--- config.mk ---
export PLATFORM = sky130hd
export DESIGN_NAME = port_e_pin_control
export DESIGN_NICKNAME = d
export VERILOG_FILES = /design/src/hdl/port_e_pkg.sv /design/src/hdl/pin_sync.sv /design/src/hdl/input_buffer_sel.sv /design/src/hdl/port_e_pin_control.sv
export SDC_FILE = /design/constraint.sdc
export NUM_CORES = 1
export LEC_CHECK = 0
export BUFFER_PORTS_ARGS = -buffer_cell sky130_fd_sc_hd__buf_2
export CAP_MARGIN = 20
export CELL_PAD_IN_SITES_DETAIL_PLACEMENT = 1
export CELL_PAD_IN_SITES_GLOBAL_PLACEMENT = 2
export CORE_AREA = 2 2 75 77
export CTS_BUF_LIST = sky130_fd_sc_hd__clkbuf_2
export CTS_CLUSTER_SIZE = 28
export DETAILED_ROUTE_END_ITERATION = 8
export DIE_AREA = 0 0 77 79
export PLACE_DENSITY = 0.82
export REMOVE_ABC_BUFFERS = 1
export SLEW_MARGIN = 5
export SYNTH_ARGS = -nofsm -noshare
export SYNTH_HDL_FRONTEND = slang
export SYNTH_SLANG_ARGS = --single-unit
--- constraint.sdc ---
create_clock -name sys_clk -period 1 [get_ports sys_clk]
set_input_delay 0 -clock sys_clk [delete_from_list [all_inputs] [get_ports sys_clk]]
set_output_delay 0 -clock sys_clk [all_outputs]
set_load 0.1 [all_outputs]
--- src/hdl/port_e_pkg.sv ---
package port_e_pkg;
    localparam int NPINS = 3;
    localparam logic [2:0] ADDR_PIN_LEVELS = 3'h0;
    localparam logic [2:0] ADDR_LATCH = 3'h1;
    localparam logic [2:0] ADDR_DIR = 3'h2;
    localparam logic [2:0] ADDR_ANALOG = 3'h3;
    localparam logic [2:0] ADDR_PADCFG = 3'h4;
    localparam int DIR_PORT_D_PU_BIT = 7;
    localparam int DIR_PORT_E_PU_BIT = 6;
    localparam int ANALOG_FIRST_BIT = 5;
    localparam int PADCFG_TTL_BIT = 0;
    localparam logic [7:0] DIR_RESET = 8'h07;
    localparam logic [7:0] ANALOG_RESET = 8'hff;
    localparam logic [7:0] LATCH_RESET = 8'h00;
    localparam logic [7:0] PADCFG_RESET = 8'h00;
    localparam logic [7:0] DIR_WMASK = 8'hc7;
endpackage

--- src/hdl/pin_sync.sv ---
`timescale 1ns/1ps
`default_nettype none
module pin_sync #(
    parameter int WIDTH = 1
) (
    input wire logic sys_clk,
    input wire logic nrst,
    input wire logic [WIDTH-1:0] async_in,
    output logic [WIDTH-1:0] sync_out
);
    logic [WIDTH-1:0] meta_q;

    // First stage feeds only the second stage
    always_ff @(posedge sys_clk or negedge nrst) begin
        if (!nrst) begin
            meta_q <= '0;
            sync_out <= '0;
        end else begin
            meta_q <= async_in;
            sync_out <= meta_q;
        end
    end
endmodule
`default_nettype wire

--- src/hdl/input_buffer_sel.sv ---
`timescale 1ns/1ps
`default_nettype none
module input_buffer_sel #(
    parameter int WIDTH = 3
) (
    input wire logic ttl_select,
    input wire logic [WIDTH-1:0] schmitt_level,
    input wire logic [WIDTH-1:0] ttl_level,
    output logic [WIDTH-1:0] buffered
);
    // Threshold choice is a pad feature; here it picks which comparator feeds the core
    assign buffered = ttl_select ? ttl_level : schmitt_level;
endmodule
`default_nettype wire

--- src/hdl/port_e_pin_control.sv ---
`timescale 1ns/1ps
`default_nettype none
module port_e_pin_control
    import port_e_pkg::*;
#(
    parameter int PINS = port_e_pkg::NPINS
) (
    input wire logic sys_clk,
    input wire logic nrst,
    input wire logic [2:0] reg_addr,
    input wire logic [7:0] reg_wdata,
    input wire logic reg_wr,
    input wire logic reg_rd,
    output logic [7:0] reg_rdata,
    input wire logic [2:0] pin_schmitt_in,
    input wire logic [2:0] pin_ttl_in,
    output logic [2:0] pin_out,
    output logic [2:0] pin_oe,
    output logic [2:0] pin_pullup_en,
    output logic [2:0] pin_analog_sel,
    input wire logic host_port_enable,
    input wire logic host_port_read_strobe,
    input wire logic host_port_write_strobe,
    input wire logic host_port_byte_enable,
    output logic host_port_read_strobe_in,
    output logic host_port_write_strobe_in,
    output logic port_d_pullup_enable,
    output logic host_port_ttl_select
);
    import port_e_pkg::*;

    initial begin
        if (PINS != NPINS) begin
            $error("port_e_pin_control serves exactly three pins");
        end
    end

    logic [7:0] latch_q;
    logic [7:0] dir_q;
    logic [7:0] analog_q;
    logic [7:0] padcfg_q;
    logic [5:0] pad_sync;
    logic [2:0] level_sync;
    logic [2:0] digital_level;
    logic [2:0] pin_dir;
    logic [2:0] analog_sel;
    logic [2:0] host_drive;
    logic port_e_pullup_enable;

    assign pin_dir = dir_q[2:0];
    assign analog_sel = analog_q[ANALOG_FIRST_BIT +: 3];
    assign port_e_pullup_enable = dir_q[DIR_PORT_E_PU_BIT];
    assign port_d_pullup_enable = dir_q[DIR_PORT_D_PU_BIT];
    assign host_port_ttl_select = padcfg_q[PADCFG_TTL_BIT];
    assign pin_analog_sel = analog_sel;

    // Both comparators are synchronised before the choice, so a select change never meets a raw pad
    pin_sync #(
        .WIDTH(6)
    ) u_sync (
        .sys_clk(sys_clk),
        .nrst(nrst),
        .async_in({pin_ttl_in, pin_schmitt_in}),
        .sync_out(pad_sync)
    );

    input_buffer_sel #(
        .WIDTH(3)
    ) u_buf (
        .ttl_select(host_port_enable & host_port_ttl_select),
        .schmitt_level(pad_sync[2:0]),
        .ttl_level(pad_sync[5:3]),
        .buffered(level_sync)
    );

    // Analog pins read zero so a floating analog node never toggles logic
    assign digital_level = level_sync & ~analog_sel;

    // Host-port strobes to the peripheral only when the pin is an input
    assign host_port_read_strobe_in = pin_dir[0] & digital_level[0];
    assign host_port_write_strobe_in = pin_dir[1] & digital_level[1];

    assign host_drive = {host_port_byte_enable, host_port_write_strobe, host_port_read_strobe};

    always_comb begin
        for (int i = 0; i < 3; i++) begin
            pin_oe[i] = ~pin_dir[i];
            pin_out[i] = host_port_enable ? host_drive[i] : latch_q[i];
            pin_pullup_en[i] = port_e_pullup_enable & pin_dir[i];
        end
    end

    always_ff @(posedge sys_clk or negedge nrst) begin
        if (!nrst) begin
            latch_q <= LATCH_RESET;
        end else if (reg_wr && reg_addr == ADDR_LATCH) begin
            latch_q <= {5'h00, reg_wdata[2:0]};
        end else if (reg_wr && reg_addr == ADDR_PIN_LEVELS) begin
            // Writing the pin-level address lands in the latch
            latch_q <= {5'h00, reg_wdata[2:0]};
        end
    end

    always_ff @(posedge sys_clk or negedge nrst) begin
        if (!nrst) begin
            dir_q <= DIR_RESET;
        end else if (reg_wr && reg_addr == ADDR_DIR) begin
            dir_q <= reg_wdata & DIR_WMASK;
        end
    end

    always_ff @(posedge sys_clk or negedge nrst) begin
        if (!nrst) begin
            analog_q <= ANALOG_RESET;
        end else if (reg_wr && reg_addr == ADDR_ANALOG) begin
            analog_q <= reg_wdata;
        end
    end

    always_ff @(posedge sys_clk or negedge nrst) begin
        if (!nrst) begin
            padcfg_q <= PADCFG_RESET;
        end else if (reg_wr && reg_addr == ADDR_PADCFG) begin
            padcfg_q <= {7'h00, reg_wdata[PADCFG_TTL_BIT]};
        end
    end

    always_ff @(posedge sys_clk or negedge nrst) begin
        if (!nrst) begin
            reg_rdata <= 8'h00;
        end else if (reg_rd) begin
            case (reg_addr)
                ADDR_PIN_LEVELS: reg_rdata <= {5'h00, digital_level};
                ADDR_LATCH: reg_rdata <= latch_q;
                ADDR_DIR: reg_rdata <= dir_q;
                ADDR_ANALOG: reg_rdata <= analog_q;
                ADDR_PADCFG: reg_rdata <= padcfg_q;
                default: reg_rdata <= 8'h00;
            endcase
        end else begin
            reg_rdata <= 8'h00;
        end
    end

    property p_reset_analog;
        @(posedge sys_clk) disable iff (!nrst)
        $rose(nrst) |-> analog_sel == 3'h7;
    endproperty
    a_reset_analog: assert property (p_reset_analog) else $error("pins not analog after reset");

    property p_analog_reads_zero;
        @(posedge sys_clk) disable iff (!nrst)
        (reg_rd && reg_addr == 3'h0 && analog_sel[0]) |=> reg_rdata[0] == 1'b0;
    endproperty
    a_analog_reads_zero: assert property (p_analog_reads_zero) else $error("analog pin read as digital");

    property p_output_from_latch;
        @(posedge sys_clk) disable iff (!nrst)
        (!pin_dir[2] && !host_port_enable) |-> (pin_oe[2] && pin_out[2] == latch_q[2]);
    endproperty
    a_output_from_latch: assert property (p_output_from_latch) else $error("output not from latch");

    property p_high_bits_zero;
        @(posedge sys_clk) disable iff (!nrst)
        (reg_rd && reg_addr[2:1] == 2'b00) |=> reg_rdata[7:3] == 5'h00;
    endproperty
    a_high_bits_zero: assert property (p_high_bits_zero) else $error("unimplemented bits nonzero");

    property p_latch_readback;
        @(posedge sys_clk) disable iff (!nrst)
        (reg_wr && reg_addr == 3'h1) ##1 (reg_rd && reg_addr == 3'h1) |=>
            reg_rdata[2:0] == $past(reg_wdata[2:0], 2);
    endproperty
    a_latch_readback: assert property (p_latch_readback) else $error("latch readback mismatch");

    property p_pullup_e;
        @(posedge sys_clk) disable iff (!nrst)
        (reg_wr && reg_addr == 3'h2 && reg_wdata[6] && reg_wdata[1]) |=> pin_pullup_en[1];
    endproperty
    a_pullup_e: assert property (p_pullup_e) else $error("port pull-up missing");

    property p_pullup_d;
        @(posedge sys_clk) disable iff (!nrst)
        (reg_wr && reg_addr == 3'h2) |=> port_d_pullup_enable == $past(reg_wdata[7]);
    endproperty
    a_pullup_d: assert property (p_pullup_d) else $error("neighbour pull-up wrong");

    property p_dir_input;
        @(posedge sys_clk) disable iff (!nrst)
        (reg_wr && reg_addr == 3'h2 && reg_wdata[0]) |=> !pin_oe[0];
    endproperty
    a_dir_input: assert property (p_dir_input) else $error("input pin driven");

    property p_ttl_select;
        @(posedge sys_clk) disable iff (!nrst)
        (reg_wr && reg_addr == 3'h4) |=> host_port_ttl_select == $past(reg_wdata[0]);
    endproperty
    a_ttl_select: assert property (p_ttl_select) else $error("ttl select not stored");

    property p_strobe_in;
        @(posedge sys_clk) disable iff (!nrst)
        !pin_dir[1] |-> !host_port_write_strobe_in;
    endproperty
    a_strobe_in: assert property (p_strobe_in) else $error("write strobe input while output");

    property p_read_strobe_in;
        @(posedge sys_clk) disable iff (!nrst)
        !pin_dir[0] |-> !host_port_read_strobe_in;
    endproperty
    a_read_strobe_in: assert property (p_read_strobe_in) else $error("read strobe input while output");

    property p_pin_read_levels;
        @(posedge sys_clk) disable iff (!nrst)
        (reg_rd && reg_addr == 3'h0) |=> reg_rdata[2:0] == $past(digital_level);
    endproperty
    a_pin_read_levels: assert property (p_pin_read_levels) else $error("pin read not pin level");

    property p_byte_enable_drive;
        @(posedge sys_clk) disable iff (!nrst)
        (host_port_enable && !pin_dir[2]) |-> (pin_oe[2] && pin_out[2] == host_port_byte_enable);
    endproperty
    a_byte_enable_drive: assert property (p_byte_enable_drive) else $error("byte enable not driven");

    property p_pullup_off;
        @(posedge sys_clk) disable iff (!nrst)
        !port_e_pullup_enable |-> pin_pullup_en == 3'h0;
    endproperty
    a_pullup_off: assert property (p_pullup_off) else $error("pull-up on while disabled");

    property p_pullup_outputs;
        @(posedge sys_clk) disable iff (!nrst)
        (pin_pullup_en & ~pin_dir) == 3'h0;
    endproperty
    a_pullup_outputs: assert property (p_pullup_outputs) else $error("pull-up on driven pin");

    property p_read_idle_zero;
        @(posedge sys_clk) disable iff (!nrst)
        !reg_rd |=> reg_rdata == 8'h00;
    endproperty
    a_read_idle_zero: assert property (p_read_idle_zero) else $error("read data outside read slot");

    property p_padcfg_high_zero;
        @(posedge sys_clk) disable iff (!nrst)
        (reg_rd && reg_addr == 3'h4) |=> reg_rdata[7:1] == 7'h00;
    endproperty
    a_padcfg_high_zero: assert property (p_padcfg_high_zero) else $error("pad config high bits set");

    property p_analog_sel_map;
        @(posedge sys_clk) disable iff (!nrst)
        (reg_wr && reg_addr == 3'h3) |=> pin_analog_sel == $past(reg_wdata[7:5]);
    endproperty
    a_analog_sel_map: assert property (p_analog_sel_map) else $error("analog select not mapped");
endmodule
`default_nettype wire

==> qor.json, run 1 <==
{
  "design.core.area": {"value": 5340, "unit": "um^2"},
  "cp_data_required_time": {"value": 1.00, "unit": "ns"},
  "area_overhead_of_the_layout_relative_to_synthesis": {"value": 81.4, "unit": "%"},
  "grt_antenna_before_repair": {"value": 0},
  "rows": {"value": 27},
  "wire_per_inst": {"value": 15.7, "unit": "um"},
  "holdCritStartpoint": {"value": "reg_addr[2]"},
  "io-pin-count": {"value": 49},
  "cp_max_fo": {"value": 6},
  "drive_gt1_share": {"value": 65.9, "unit": "%"},
  "p_clk_share": {"value": 17.0, "unit": "%"},
  "setup_viol": {"value": 19},
  "critical_path_class": {"value": "register to output pin"},
  "maxClockFrequency": {"value": 683, "unit": "MHz"},
  "tightestPinTransition": {"value": 0.417, "unit": "ns"},
  "crit_cells": {"value": 4},
  "worst_setup_hold_path_clk_slew": {"value": 0.20, "unit": "ns"},
  "mappedNetlistArea": {"value": 1530, "unit": "um^2"},
  "ant_nets": {"value": 0},
  "count_of_buffers_inserted_at_the_top_level_ports": {"value": 48},
  "peak_supply_drop": {"value": 0.989, "unit": "mV"},
  "p_leak": {"value": 1.25, "unit": "nW"},
  "yosys.area.top_type_share": {"value": 42.7, "unit": "%"},
  "report.final.hold_viol_count": {"value": 0},
  "most_frequent_cells_in_the_layout": {"value": "dfrtp_1 (25), buf_12 (25), buf_2 (24)"},
  "synthesis.yosys.warnings": {"value": 0},
  "rsz0062_at_grt": {"value": "true"},
  "drv_slew": {"value": 0},
  "global_route.peak_usage_layer": {"value": "met2"},
  "final_wtd_congestion": {"value": 0.885},
  "worst_hold_path_type": {"value": "input pin to register"},
  "place_ws": {"value": -0.122, "unit": "ns"},
  "cp_cell_sequence": {"value": "a21boi_2 > o21bai_4 > nor2_4 > buf_12"},
  "numClockSinks": {"value": 37},
  "sort_of_element_at_the_end_of_the_critical_path": {"value": "output pin"},
  "diodes": {"value": 0},
  "worst_slack": {"value": -0.464, "unit": "ns"},
  "timing.final.crit_period": {"value": 1.46, "unit": "ns"},
  "yosys_register_bits": {"value": 37},
  "p_sw_share": {"value": 39.7, "unit": "%"},
  "grt_use_total": {"value": 15.3, "unit": "%"},
  "crit_slowest_cell": {"value": "dfrtp_2"},
  "violated_checks": {"value": "setup timing"},
  "start_util": {"value": 28.6, "unit": "%"},
  "first_global_vias": {"value": 1408},
  "global_route.usage.met1": {"value": 17.2, "unit": "%"},
  "syn_avg_cell_area": {"value": 13.5, "unit": "um^2"},
  "remaining_drc_errors": {"value": 0},
  "internal_power": {"value": 3.32, "unit": "mW"},
  "worst_hold_path.num_cells": {"value": 3},
  "synth_top_family_by_area": {"value": "multiplexers"},
  "wire_length_of_the_first_global_routing_pass": {"value": 7.13, "unit": "mm"},
  "deepest_clock_path_buffer_count": {"value": 2},
  "synth_adder_area_share": {"value": 0, "unit": "%"},
  "syn_inst": {"value": 113},
  "count_of_routing_violations_after_the_opening_detailed_route_iteration": {"value": 51},
  "cts_tree": {"value": "done"},
  "detail_route.vias_per_cell": {"value": 4.39},
  "worstReg2RegEnd": {"value": "reg_rdata[0]$_DFF_PN0_"},
  "synth_mux_area_share": {"value": 16.1, "unit": "%"},
  "post_synth_main_area_contributors": {"value": "dfrtp_1 (43%), dfstp_2 (19%), mux2_2 (13%), and2_1 (2.5%), buf_4 (2.5%)"},
  "dp_hpwl": {"value": 2.99, "unit": "mm"},
  "fillCellCount": {"value": 568},
  "ff2ff_setup_slack": {"value": -0.20, "unit": "ns"},
  "tns": {"value": -4.78, "unit": "ns"},
  "power.density": {"value": 1990, "unit": "nW/um^2"},
  "run_status": {"value": "complete, but fails checks"},
  "die_h": {"value": 79, "unit": "um"},
  "clockRootBuffer": {"value": "clkbuf_2"},
  "worst_hold_path.endpoint": {"value": "latch_q[2]$_DFFE_PN0P_"},
  "seq_area_frac_synth": {"value": 61.6, "unit": "%"},
  "cp-start-kind": {"value": "register"},
  "chipWidth": {"value": 77, "unit": "um"},
  "synth_compound_area_share": {"value": 6.56, "unit": "%"},
  "worstReg2RegStart": {"value": "latch_q[0]$_DFFE_PN0P_"},
  "worst-path-buf-inv": {"value": 1},
  "total_switching_power": {"value": 2.18, "unit": "mW"},
  "worst_ep_arrival_time": {"value": 1.46, "unit": "ns"},
  "timing.slew.headroom": {"value": 72.2, "unit": "%"},
  "cts_max_level": {"value": 2},
  "post_synth_num_cell_types": {"value": 27},
  "cp_slowest_stage_delay": {"value": 0.50, "unit": "ns"},
  "route.final.wire_length": {"value": 4.35, "unit": "mm"},
  "global_route.usage.met2": {"value": 27.4, "unit": "%"},
  "cts_made_buffers": {"value": 5},
  "met3_usage": {"value": 4.66, "unit": "%"},
  "layout.nets": {"value": 229},
  "worst_case_clock_skew": {"value": 0.00388, "unit": "ns"},
  "route.vias.total": {"value": 1217},
  "detailed_routing_iteration_count_for_the_pre_antenna_repair_pass": {"value": 4},
  "r2r_cells": {"value": 4},
  "post-place-cells": {"value": 238},
  "yosys.area_share.simple": {"value": 11.9, "unit": "%"},
  "dieArea": {"value": 6080, "unit": "um^2"},
  "cap_violations": {"value": 0},
  "sequentialPowerShare": {"value": 34.9, "unit": "%"},
  "layout_worst_path_cycle_share": {"value": 146, "unit": "%"},
  "xor_xnor_fraction_of_synth_area": {"value": 0, "unit": "%"},
  "synth_top_cell_by_area": {"value": "dfrtp_1"},
  "grt_max_degree": {"value": 23},
  "worstSkewPairLatency": {"value": 0.37, "unit": "ns"},
  "final_cell_count_no_fill": {"value": 277},
  "grt_total_ovfl": {"value": 0},
  "comb_power_share": {"value": 48.0, "unit": "%"},
  "path_delay_family": {"value": "flip-flops"}
}
-- worst min-delay path, stage by stage --
cell and delay, ns:
buf_2 0.11, nor3b_2 0.07, mux2_2 0.22
-- metal layers --
layer  up-vias  share of wire (%)
li1        575                  -
met2        27                 54
met1       608                 41
met3         7                3.5
met4         0                1.4
met5         -                  0
-- state kept, by name, indices dropped and copies added, names as in the netlist --
signal	flops
analog_q	8
reg_rdata	8
u_sync.meta_q	6
u_sync.sync_out	6
dir_q	5
latch_q	3
padcfg_q	1
-- kinds of logic after synthesis --
group,Yosys count
multiplexers,22
AO/OA/AOI/OAI,15
AND/OR/NAND/NOR,29
flip-flops,37
buffers and inverters,10
-- metrics by stage --
step	hold slack [ns]	cell area, um^2	util (%)	total power, mW
after floorplan	-0.296	1480	-	3.19
after global placement	-0.0568	2200	41.1	3.97
after detailed placement	-0.0521	2200	41.1	4.01
after CTS	0.00707	2700	50.5	5.43
after global routing	0.0119	2770	51.8	5.75
final	0.0479	2770	51.8	5.51
-- synthesized netlist by cell type (all sizes together) --
cell and number:
nor2b 2, inv 3, nand2b 1, nand2 5, nor4bb 1, nor3b 1
dfstp 11, o21ai 4, o22ai 1, buf 7, mux2 20, nand3 1
and2 6, a22oi 3, and3 4, o21bai 2, mux2i 2, dfrtp 26
nand4 1, o221ai 1, nor3 1, nand4b 1, nor2 5, a21oi 1
a21boi 3
-- how the worst max path moves through the flow --
stage                                        from                        end  slack (ns)
after floorplan           padcfg_q[0]$_DFFE_PN0P_  host_port_write_strobe_in       -1.59
after global placement    padcfg_q[0]$_DFFE_PN0P_  host_port_write_strobe_in       -0.09
after detailed placement  padcfg_q[0]$_DFFE_PN0P_     reg_rdata[2]$_DFF_PN0_       -0.12
after CTS                 padcfg_q[0]$_DFFE_PN0P_   host_port_read_strobe_in       -0.50
after global routing      padcfg_q[0]$_DFFE_PN0P_  host_port_write_strobe_in       -0.57
final                     padcfg_q[0]$_DFFE_PN0P_  host_port_write_strobe_in       -0.46
-- layout make-up --
cell class,count,area [um^2],share of cell area (%)
clock buffer,5,25.0,0.905
tap,72,90.1,3.26
clock inverter,3,46.3,1.67
timing repair buffer,91,1000,36.3
inverter,3,13.8,0.498
sequential,37,941,34.0
multi-input combinational,66,646,23.3
-- timing repair --
item	in CTS	in global routing
endpoints found under the hold margin	58	0
pin swaps	10	11
hold buffers	17	0
resized for setup	58	9
endpoints found under the setup margin	28	31
buffers inserted	9	7
-- power by group through the flow --
stage,combinational (mW),clock [mW],sequential [mW]
2_1_floorplan,0.863,0,2.33
3_3_place_gp,2.05,0,1.92
3_5_place_dp,2.08,0,1.93
4_1_cts,2.54,0.972,1.91
5_1_grt,2.74,1.05,1.96
6_report,2.64,0.938,1.92
Power figures use the tool's default switching activity.
==> inputs of run 2 (changes only) <==
Settings changed: CORE_AREA 2 2 75 77 to 2 2 74 76, CTS_CLUSTER_DIAMETER from default to 80, DIE_AREA 0 0 77 79 to 0 0 76 78, SYNTH_HIERARCHICAL from default to 1.
==> run 2 against run 1 <==
- die area down 2.5%
- the run still ends with setup timing left
- global-route usage up 2.8 points
- utilization rose by 4.6 points
- count of clock-buffer cells in the layout unchanged
- critical path depth grew 1
- sequential power about the same
- hold slack gained 0.011 ns
- via count grew 3.0%
- critical path type is now register to register
- final cell count grew 0.36%
- total power is 7.0% higher
- sequential cell count unchanged
- critical endpoint is now reg_rdata[0]$_DFF_PN0_
==> qor.json, run 2 <==
{
  "yosys_register_bits": {"value": 37},
  "chipWidth": {"value": 76, "unit": "um"},
  "wire_length_of_the_first_global_routing_pass": {"value": 7.95, "unit": "mm"},
  "maxClockFrequency": {"value": 557, "unit": "MHz"},
  "cts_tree": {"value": "done"},
  "post_synth_num_cell_types": {"value": 26},
  "yosys.area.top_type_share": {"value": 42.7, "unit": "%"},
  "power.density": {"value": 2070, "unit": "nW/um^2"},
  "design.core.area": {"value": 5040, "unit": "um^2"},
  "cap_violations": {"value": 0},
  "grt_antenna_before_repair": {"value": 0},
  "placement.cell_area": {"value": 2270, "unit": "um^2"},
  "rsz0062_at_grt": {"value": "true"},
  "cts_max_level": {"value": 2},
  "dieArea": {"value": 5930, "unit": "um^2"},
  "p_leak": {"value": 1.34, "unit": "nW"},
  "layout.cells.most_common": {"value": "dfrtp_1"},
  "io-pin-count": {"value": 49},
  "drive_gt1_share": {"value": 68.8, "unit": "%"},
  "timing.final.crit_period": {"value": 1.80, "unit": "ns"},
  "final_wtd_congestion": {"value": 0.786},
  "remaining_drc_errors": {"value": 0},
  "fillCellCount": {"value": 493},
  "cts_made_buffers": {"value": 5},
  "layout.nets": {"value": 232},
  "post-place-cells": {"value": 237},
  "critical_path_class": {"value": "register to register"},
  "layout_worst_path_cycle_share": {"value": 180, "unit": "%"},
  "ff2ff_setup_slack": {"value": -0.80, "unit": "ns"},
  "worstReg2RegStart": {"value": "padcfg_q[0]$_DFFE_PN0P_"},
  "setup_viol": {"value": 28},
  "area_overhead_of_the_layout_relative_to_synthesis": {"value": 86.7, "unit": "%"},
  "timing.slew.headroom": {"value": 84.2, "unit": "%"},
  "route.final.wire_length": {"value": 4.87, "unit": "mm"},
  "post_synth_main_area_contributors": {"value": "dfrtp_1 (43%), dfstp_2 (19%), mux2_2 (14%), and2_1 (2.5%), mux2i_1 (2.0%)"},
  "report.final.hold_viol_count": {"value": 0},
  "edff_count_synth": {"value": 0},
  "count_of_buffers_inserted_at_the_top_level_ports": {"value": 48},
  "postSynth.topFlopCell": {"value": "dfrtp_1"},
  "async_reset_ff_share": {"value": 100, "unit": "%"},
  "grt_total_ovfl": {"value": 0},
  "totalPowerFinal": {"value": 5.90, "unit": "mW"},
  "worst_hold_path_type": {"value": "input pin to async pin"},
  "seq_area_frac_synth": {"value": 61.7, "unit": "%"},
  "r2r_cells": {"value": 5},
  "worst_slack": {"value": -0.795, "unit": "ns"},
  "worst_ep_arrival_time": {"value": 2.10, "unit": "ns"},
  "start_util": {"value": 30.2, "unit": "%"},
  "wire_per_inst": {"value": 17.5, "unit": "um"},
  "sort_of_element_at_the_end_of_the_critical_path": {"value": "register"},
  "final_cell_count_no_fill": {"value": 278},
  "syn_avg_cell_area": {"value": 14.8, "unit": "um^2"},
  "detailed_routing_iteration_count_for_the_pre_antenna_repair_pass": {"value": 4},
  "worst_setup_hold_path_clk_slew": {"value": 0.19, "unit": "ns"},
  "mappedNetlistArea": {"value": 1520, "unit": "um^2"},
  "tns": {"value": -8.96, "unit": "ns"},
  "p_sw_share": {"value": 37.6, "unit": "%"},
  "count_of_routing_violations_after_the_opening_detailed_route_iteration": {"value": 68},
  "ant_nets": {"value": 0},
  "sequentialPowerShare": {"value": 32.3, "unit": "%"},
  "drv_slew": {"value": 0},
  "synthTopCellsByCount": {"value": "dfrtp_1 (26), mux2_2 (19), dfstp_2 (11)"},
  "diodes": {"value": 0},
  "peak_supply_drop": {"value": 1.21, "unit": "mV"},
  "top_regs": {"value": "analog_q x8, reg_rdata x8"},
  "total_switching_power": {"value": 2.22, "unit": "mW"},
  "cp-start-kind": {"value": "register"},
  "route.vias.total": {"value": 1253},
  "rows": {"value": 26},
  "comb_power_share": {"value": 47.5, "unit": "%"},
  "die_h": {"value": 78, "unit": "um"},
  "worstReg2RegEnd": {"value": "reg_rdata[0]$_DFF_PN0_"},
  "tightestPinTransition": {"value": 0.237, "unit": "ns"},
  "grt_max_degree": {"value": 38},
  "deepest_clock_path_buffer_count": {"value": 2},
  "internal_power": {"value": 3.68, "unit": "mW"},
  "synthesis.yosys.warnings": {"value": 6},
  "syn_inst": {"value": 103},
  "worstSkewPairLatency": {"value": 0.40, "unit": "ns"},
  "place_ws": {"value": -0.845, "unit": "ns"},
  "cp_max_fo": {"value": 3},
  "clockRootBuffer": {"value": "clkbuf_2"},
  "synth_top_cell_by_area": {"value": "dfrtp_1"},
  "fin_hold_ws": {"value": 0.0593, "unit": "ns"},
  "worst_case_clock_skew": {"value": 0.0114, "unit": "ns"},
  "numClockSinks": {"value": 37},
  "post-route-cell-area": {"value": 2850, "unit": "um^2"},
  "layout.core_utilization": {"value": 56.4, "unit": "%"},
  "p_clk_share": {"value": 20.2, "unit": "%"},
  "most_common_cell_in_the_synthesized_netlist": {"value": "dfrtp_1"},
  "cp_data_required_time": {"value": 1.30, "unit": "ns"},
  "most_frequent_cells_in_the_layout": {"value": "dfrtp_1 (26), buf_12 (25), buf_2 (24)"},
  "grt_use_total": {"value": 18.0, "unit": "%"},
  "first_global_vias": {"value": 1458},
  "run_status": {"value": "complete, but fails checks"},
  "violated_checks": {"value": "setup timing"},
  "detail_route.vias_per_cell": {"value": 4.51},
  "dp_hpwl": {"value": 3.04, "unit": "mm"}
}
run 2: changes by cell type in the layout (fill, tap and decap cells not counted), moves of 3 or more:
cell | previous run | this run
a22oi_2 | 3 | 0
and2_4 | 3 | 7
and4_1 | 0 | 3
and2_1 | 3 | 0
buf_6 | 7 | 16
run 2: metal layers:
metal	GRT usage [%]	part of all wire (%)
met5	0	0
met4	6.36	1.8
met3	5.23	5.0
met2	32.7	55
met1	20.2	38
run 2: worst max-delay path: stages, from the launching register on:
cell     delay [ns]
dfrtp_1        0.40
and2_4         0.17
mux2_2         0.34
nor2b_4        0.13
mux4_2         0.45
a32o_1         0.22
run 2: final cells by class:
class | instances | area (um^2) | share of cell area, %
Clock inverter | 3 | 65.1 | 2.29
Clock buffer | 5 | 25.0 | 0.880
Sequential cell | 37 | 940 | 33.0
Tap cell | 70 | 87.6 | 3.08
Inverter | 3 | 16.3 | 0.572
Multi-Input combinational cell | 57 | 581 | 20.4
Timing Repair Buffer | 103 | 1130 | 39.8
run 2: how the worst max path moves through the flow:
stage	from	endpoint	slack, ns
global route	padcfg_q[0]$_DFFE_PN0P_	host_port_write_strobe_in	-0.86
finish	padcfg_q[0]$_DFFE_PN0P_	reg_rdata[0]$_DFF_PN0_	-0.80
detailed placement	padcfg_q[0]$_DFFE_PN0P_	reg_rdata[0]$_DFF_PN0_	-0.84
floorplan	padcfg_q[0]$_DFFE_PN0P_	reg_rdata[0]$_DFF_PN0_	-1.48
CTS	padcfg_q[0]$_DFFE_PN0P_	reg_rdata[0]$_DFF_PN0_	-0.78
global placement	padcfg_q[0]$_DFFE_PN0P_	reg_rdata[0]$_DFF_PN0_	-0.76
run 2: cell families (layout without fill, tap and decap cells):
group	Yosys count	in the layout	synth area share [%]
multiplexers	25	25	20.0
buffers and inverters	9	114	3.78
AO/OA/AOI/OAI	5	5	2.30
flip-flops	37	37	61.7
AND/OR/NAND/NOR	27	27	12.3
run 2: power groups by stage:
stage               clock (mW)  sequential [mW]  combinational, mW
detailed placement           0             1.92               2.20
global placement             0             1.89               2.16
CTS                       1.21             1.90               2.66
global route              1.27             1.93               2.91
finish                    1.19             1.90               2.80
floorplan                    0             2.33              0.872
run 2: timing repair:
action	in CTS	in global routing
gates cloned	0	0
pin swaps	6	6
setup endpoints to repair	28	32
resized for setup	51	12
endpoints found under the hold margin	62	0
buffers inserted	11	5
hold buffers	18	0
==> inputs of run 3 (changes only) <==
Settings changed: TNS_END_PERCENT from default to 20.
==> run 3 against run 2 <==
- the run still ends with setup timing left
- worst setup slack better by 0.026 ns
- sequential share of layout area is 2.7 points higher
- clock power hardly changed
- critical path depth stayed put
- sequential power hardly changed
- sequential cell count stayed put
- combinational power is 14% lower
==> qor.json, run 3 (same netlist as run 2, synthesis figures left out) <==
{
  "timing.final.crit_period": {"value": 1.77, "unit": "ns"},
  "ff2ff_setup_slack": {"value": -0.77, "unit": "ns"},
  "wire_per_inst": {"value": 16.1, "unit": "um"},
  "detailed_routing_iteration_count_for_the_pre_antenna_repair_pass": {"value": 4},
  "r2r_cells": {"value": 5},
  "fin_hold_ws": {"value": 0.0486, "unit": "ns"},
  "sequentialPowerShare": {"value": 34.7, "unit": "%"},
  "fillCellCount": {"value": 503},
  "cts_tree": {"value": "done"},
  "io-pin-count": {"value": 49},
  "final_wtd_congestion": {"value": 0.786},
  "drive_gt1_share": {"value": 63.7, "unit": "%"},
  "deepest_clock_path_buffer_count": {"value": 2},
  "grt_antenna_before_repair": {"value": 0},
  "detail_route.vias_per_cell": {"value": 4.35},
  "sort_of_element_at_the_end_of_the_critical_path": {"value": "register"},
  "maxClockFrequency": {"value": 565, "unit": "MHz"},
  "cp_max_fo": {"value": 3},
  "setup_viol": {"value": 25},
  "most_frequent_cells_in_the_layout": {"value": "dfrtp_1 (26), buf_2 (24), buf_12 (21)"},
  "start_util": {"value": 30.2, "unit": "%"},
  "p_sw_share": {"value": 38.1, "unit": "%"},
  "worst_setup_hold_path_clk_slew": {"value": 0.19, "unit": "ns"},
  "route.vias.total": {"value": 1143},
  "wire_length_of_the_first_global_routing_pass": {"value": 7.07, "unit": "mm"},
  "first_global_vias": {"value": 1367},
  "grt_total_ovfl": {"value": 0},
  "worst_ep_arrival_time": {"value": 2.07, "unit": "ns"},
  "area_overhead_of_the_layout_relative_to_synthesis": {"value": 72.8, "unit": "%"},
  "post-place-cells": {"value": 237},
  "chipWidth": {"value": 76, "unit": "um"},
  "layout.nets": {"value": 217},
  "cts_max_level": {"value": 2},
  "placement.cell_area": {"value": 2270, "unit": "um^2"},
  "worstReg2RegStart": {"value": "padcfg_q[0]$_DFFE_PN0P_"},
  "internal_power": {"value": 3.40, "unit": "mW"},
  "cp_data_required_time": {"value": 1.31, "unit": "ns"},
  "post-route-cell-area": {"value": 2630, "unit": "um^2"},
  "dp_hpwl": {"value": 3.04, "unit": "mm"},
  "tightestPinTransition": {"value": 0.215, "unit": "ns"},
  "top_regs": {"value": "analog_q x8, reg_rdata x8"},
  "grt_use_total": {"value": 16.1, "unit": "%"},
  "design.core.area": {"value": 5040, "unit": "um^2"},
  "count_of_routing_violations_after_the_opening_detailed_route_iteration": {"value": 31},
  "diodes": {"value": 0},
  "worst_hold_path_type": {"value": "input pin to async pin"},
  "numClockSinks": {"value": 37},
  "p_leak": {"value": 1.22, "unit": "nW"},
  "comb_power_share": {"value": 43.9, "unit": "%"},
  "tns": {"value": -7.66, "unit": "ns"},
  "count_of_buffers_inserted_at_the_top_level_ports": {"value": 48},
  "grt_max_degree": {"value": 38},
  "final_cell_count_no_fill": {"value": 263},
  "die_h": {"value": 78, "unit": "um"},
  "dieArea": {"value": 5930, "unit": "um^2"},
  "timing.slew.headroom": {"value": 85.7, "unit": "%"},
  "cap_violations": {"value": 0},
  "rows": {"value": 26},
  "layout.core_utilization": {"value": 52.2, "unit": "%"},
  "layout.cells.most_common": {"value": "dfrtp_1"},
  "worstReg2RegEnd": {"value": "reg_rdata[0]$_DFF_PN0_"},
  "total_switching_power": {"value": 2.09, "unit": "mW"},
  "layout_worst_path_cycle_share": {"value": 177, "unit": "%"},
  "cp-start-kind": {"value": "register"},
  "clockRootBuffer": {"value": "clkbuf_2"},
  "violated_checks": {"value": "setup timing"},
  "peak_supply_drop": {"value": 1.14, "unit": "mV"},
  "totalPowerFinal": {"value": 5.50, "unit": "mW"},
  "worstSkewPairLatency": {"value": 0.39, "unit": "ns"},
  "run_status": {"value": "complete, but fails checks"},
  "critical_path_class": {"value": "register to register"},
  "worst_slack": {"value": -0.769, "unit": "ns"},
  "power.density": {"value": 2090, "unit": "nW/um^2"},
  "report.final.hold_viol_count": {"value": 0},
  "cts_made_buffers": {"value": 5},
  "drv_slew": {"value": 0},
  "place_ws": {"value": -0.845, "unit": "ns"},
  "route.final.wire_length": {"value": 4.25, "unit": "mm"},
  "ant_nets": {"value": 0},
  "p_clk_share": {"value": 21.5, "unit": "%"},
  "worst_case_clock_skew": {"value": 0.00389, "unit": "ns"},
  "remaining_drc_errors": {"value": 0},
  "rsz0062_at_grt": {"value": "true"}
}
## run 3: cell types whose count changed in the layout (fill, tap and decap cells not counted)
| cell | delta |
|---|---|
| o21ai_2 | -3 |
| o21ai_0 | +1 |
| mux2_1 | +1 |
| buf_4 | -4 |
| buf_12 | -4 |
| mux2_4 | -3 |
| buf_6 | -7 |
| mux2_2 | +2 |
| inv_2 | -1 |
| o21ai_1 | +2 |
| inv_1 | +1 |
## run 3: power by group through the flow
stage,clock network [mW],logic (mW),registers (mW)
finish,1.18,2.41,1.91
global placement,0,2.16,1.89
detailed placement,0,2.20,1.92
global route,1.28,2.50,1.93
CTS,1.21,2.39,1.91
floorplan,0,0.872,2.33
## run 3: layout make-up
| type | count | area [um^2] | share of cell area (%) |
|---|---|---|---|
| Sequential cell | 37 | 940 | 35.7 |
| Clock inverter | 3 | 65.1 | 2.47 |
| Multi-Input combinational cell | 57 | 558 | 21.2 |
| Tap cell | 70 | 87.6 | 3.33 |
| Inverter | 3 | 16.3 | 0.618 |
| Timing Repair Buffer | 88 | 942 | 35.8 |
| Clock buffer | 5 | 25.0 | 0.950 |
## run 3: worst max-delay path, cell delays in order, from the launching register on
cell	delay [ns]
dfrtp_1	0.42
and2_4	0.16
mux2_4	0.30
nor2b_4	0.13
mux4_2	0.45
a32o_1	0.22
## run 3: layer usage
| layer | track usage [%] | share of wire (%) | wire (um) | up-vias |
|---|---|---|---|---|
| li1 | - | - | - | 536 |
| met1 | 18.9 | 41 | 1760 | 563 |
| met2 | 27.6 | 52 | 2230 | 39 |
| met3 | 4.53 | 4.5 | 190 | 5 |
| met4 | 7.09 | 1.7 | 73 | 0 |
| met5 | 0 | 0 | 0 | - |
## run 3: how the worst max path moves through the flow
stage	startpoint	endpoint	slack, ns
floorplan	padcfg_q[0]$_DFFE_PN0P_	reg_rdata[0]$_DFF_PN0_	-1.48
global placement	padcfg_q[0]$_DFFE_PN0P_	reg_rdata[0]$_DFF_PN0_	-0.76
detailed placement	padcfg_q[0]$_DFFE_PN0P_	reg_rdata[0]$_DFF_PN0_	-0.84
CTS	padcfg_q[0]$_DFFE_PN0P_	reg_rdata[0]$_DFF_PN0_	-0.79
global route	padcfg_q[0]$_DFFE_PN0P_	host_port_write_strobe_in	-0.83
finish	padcfg_q[0]$_DFFE_PN0P_	reg_rdata[0]$_DFF_PN0_	-0.77
## run 3: what timing repair did
action	CTS	global route
gates resized for setup	30	6
endpoints found under the hold margin	62	0
setup buffers	1	0
hold buffers	18	0
pin swaps	6	4
setup endpoints to repair	28	28
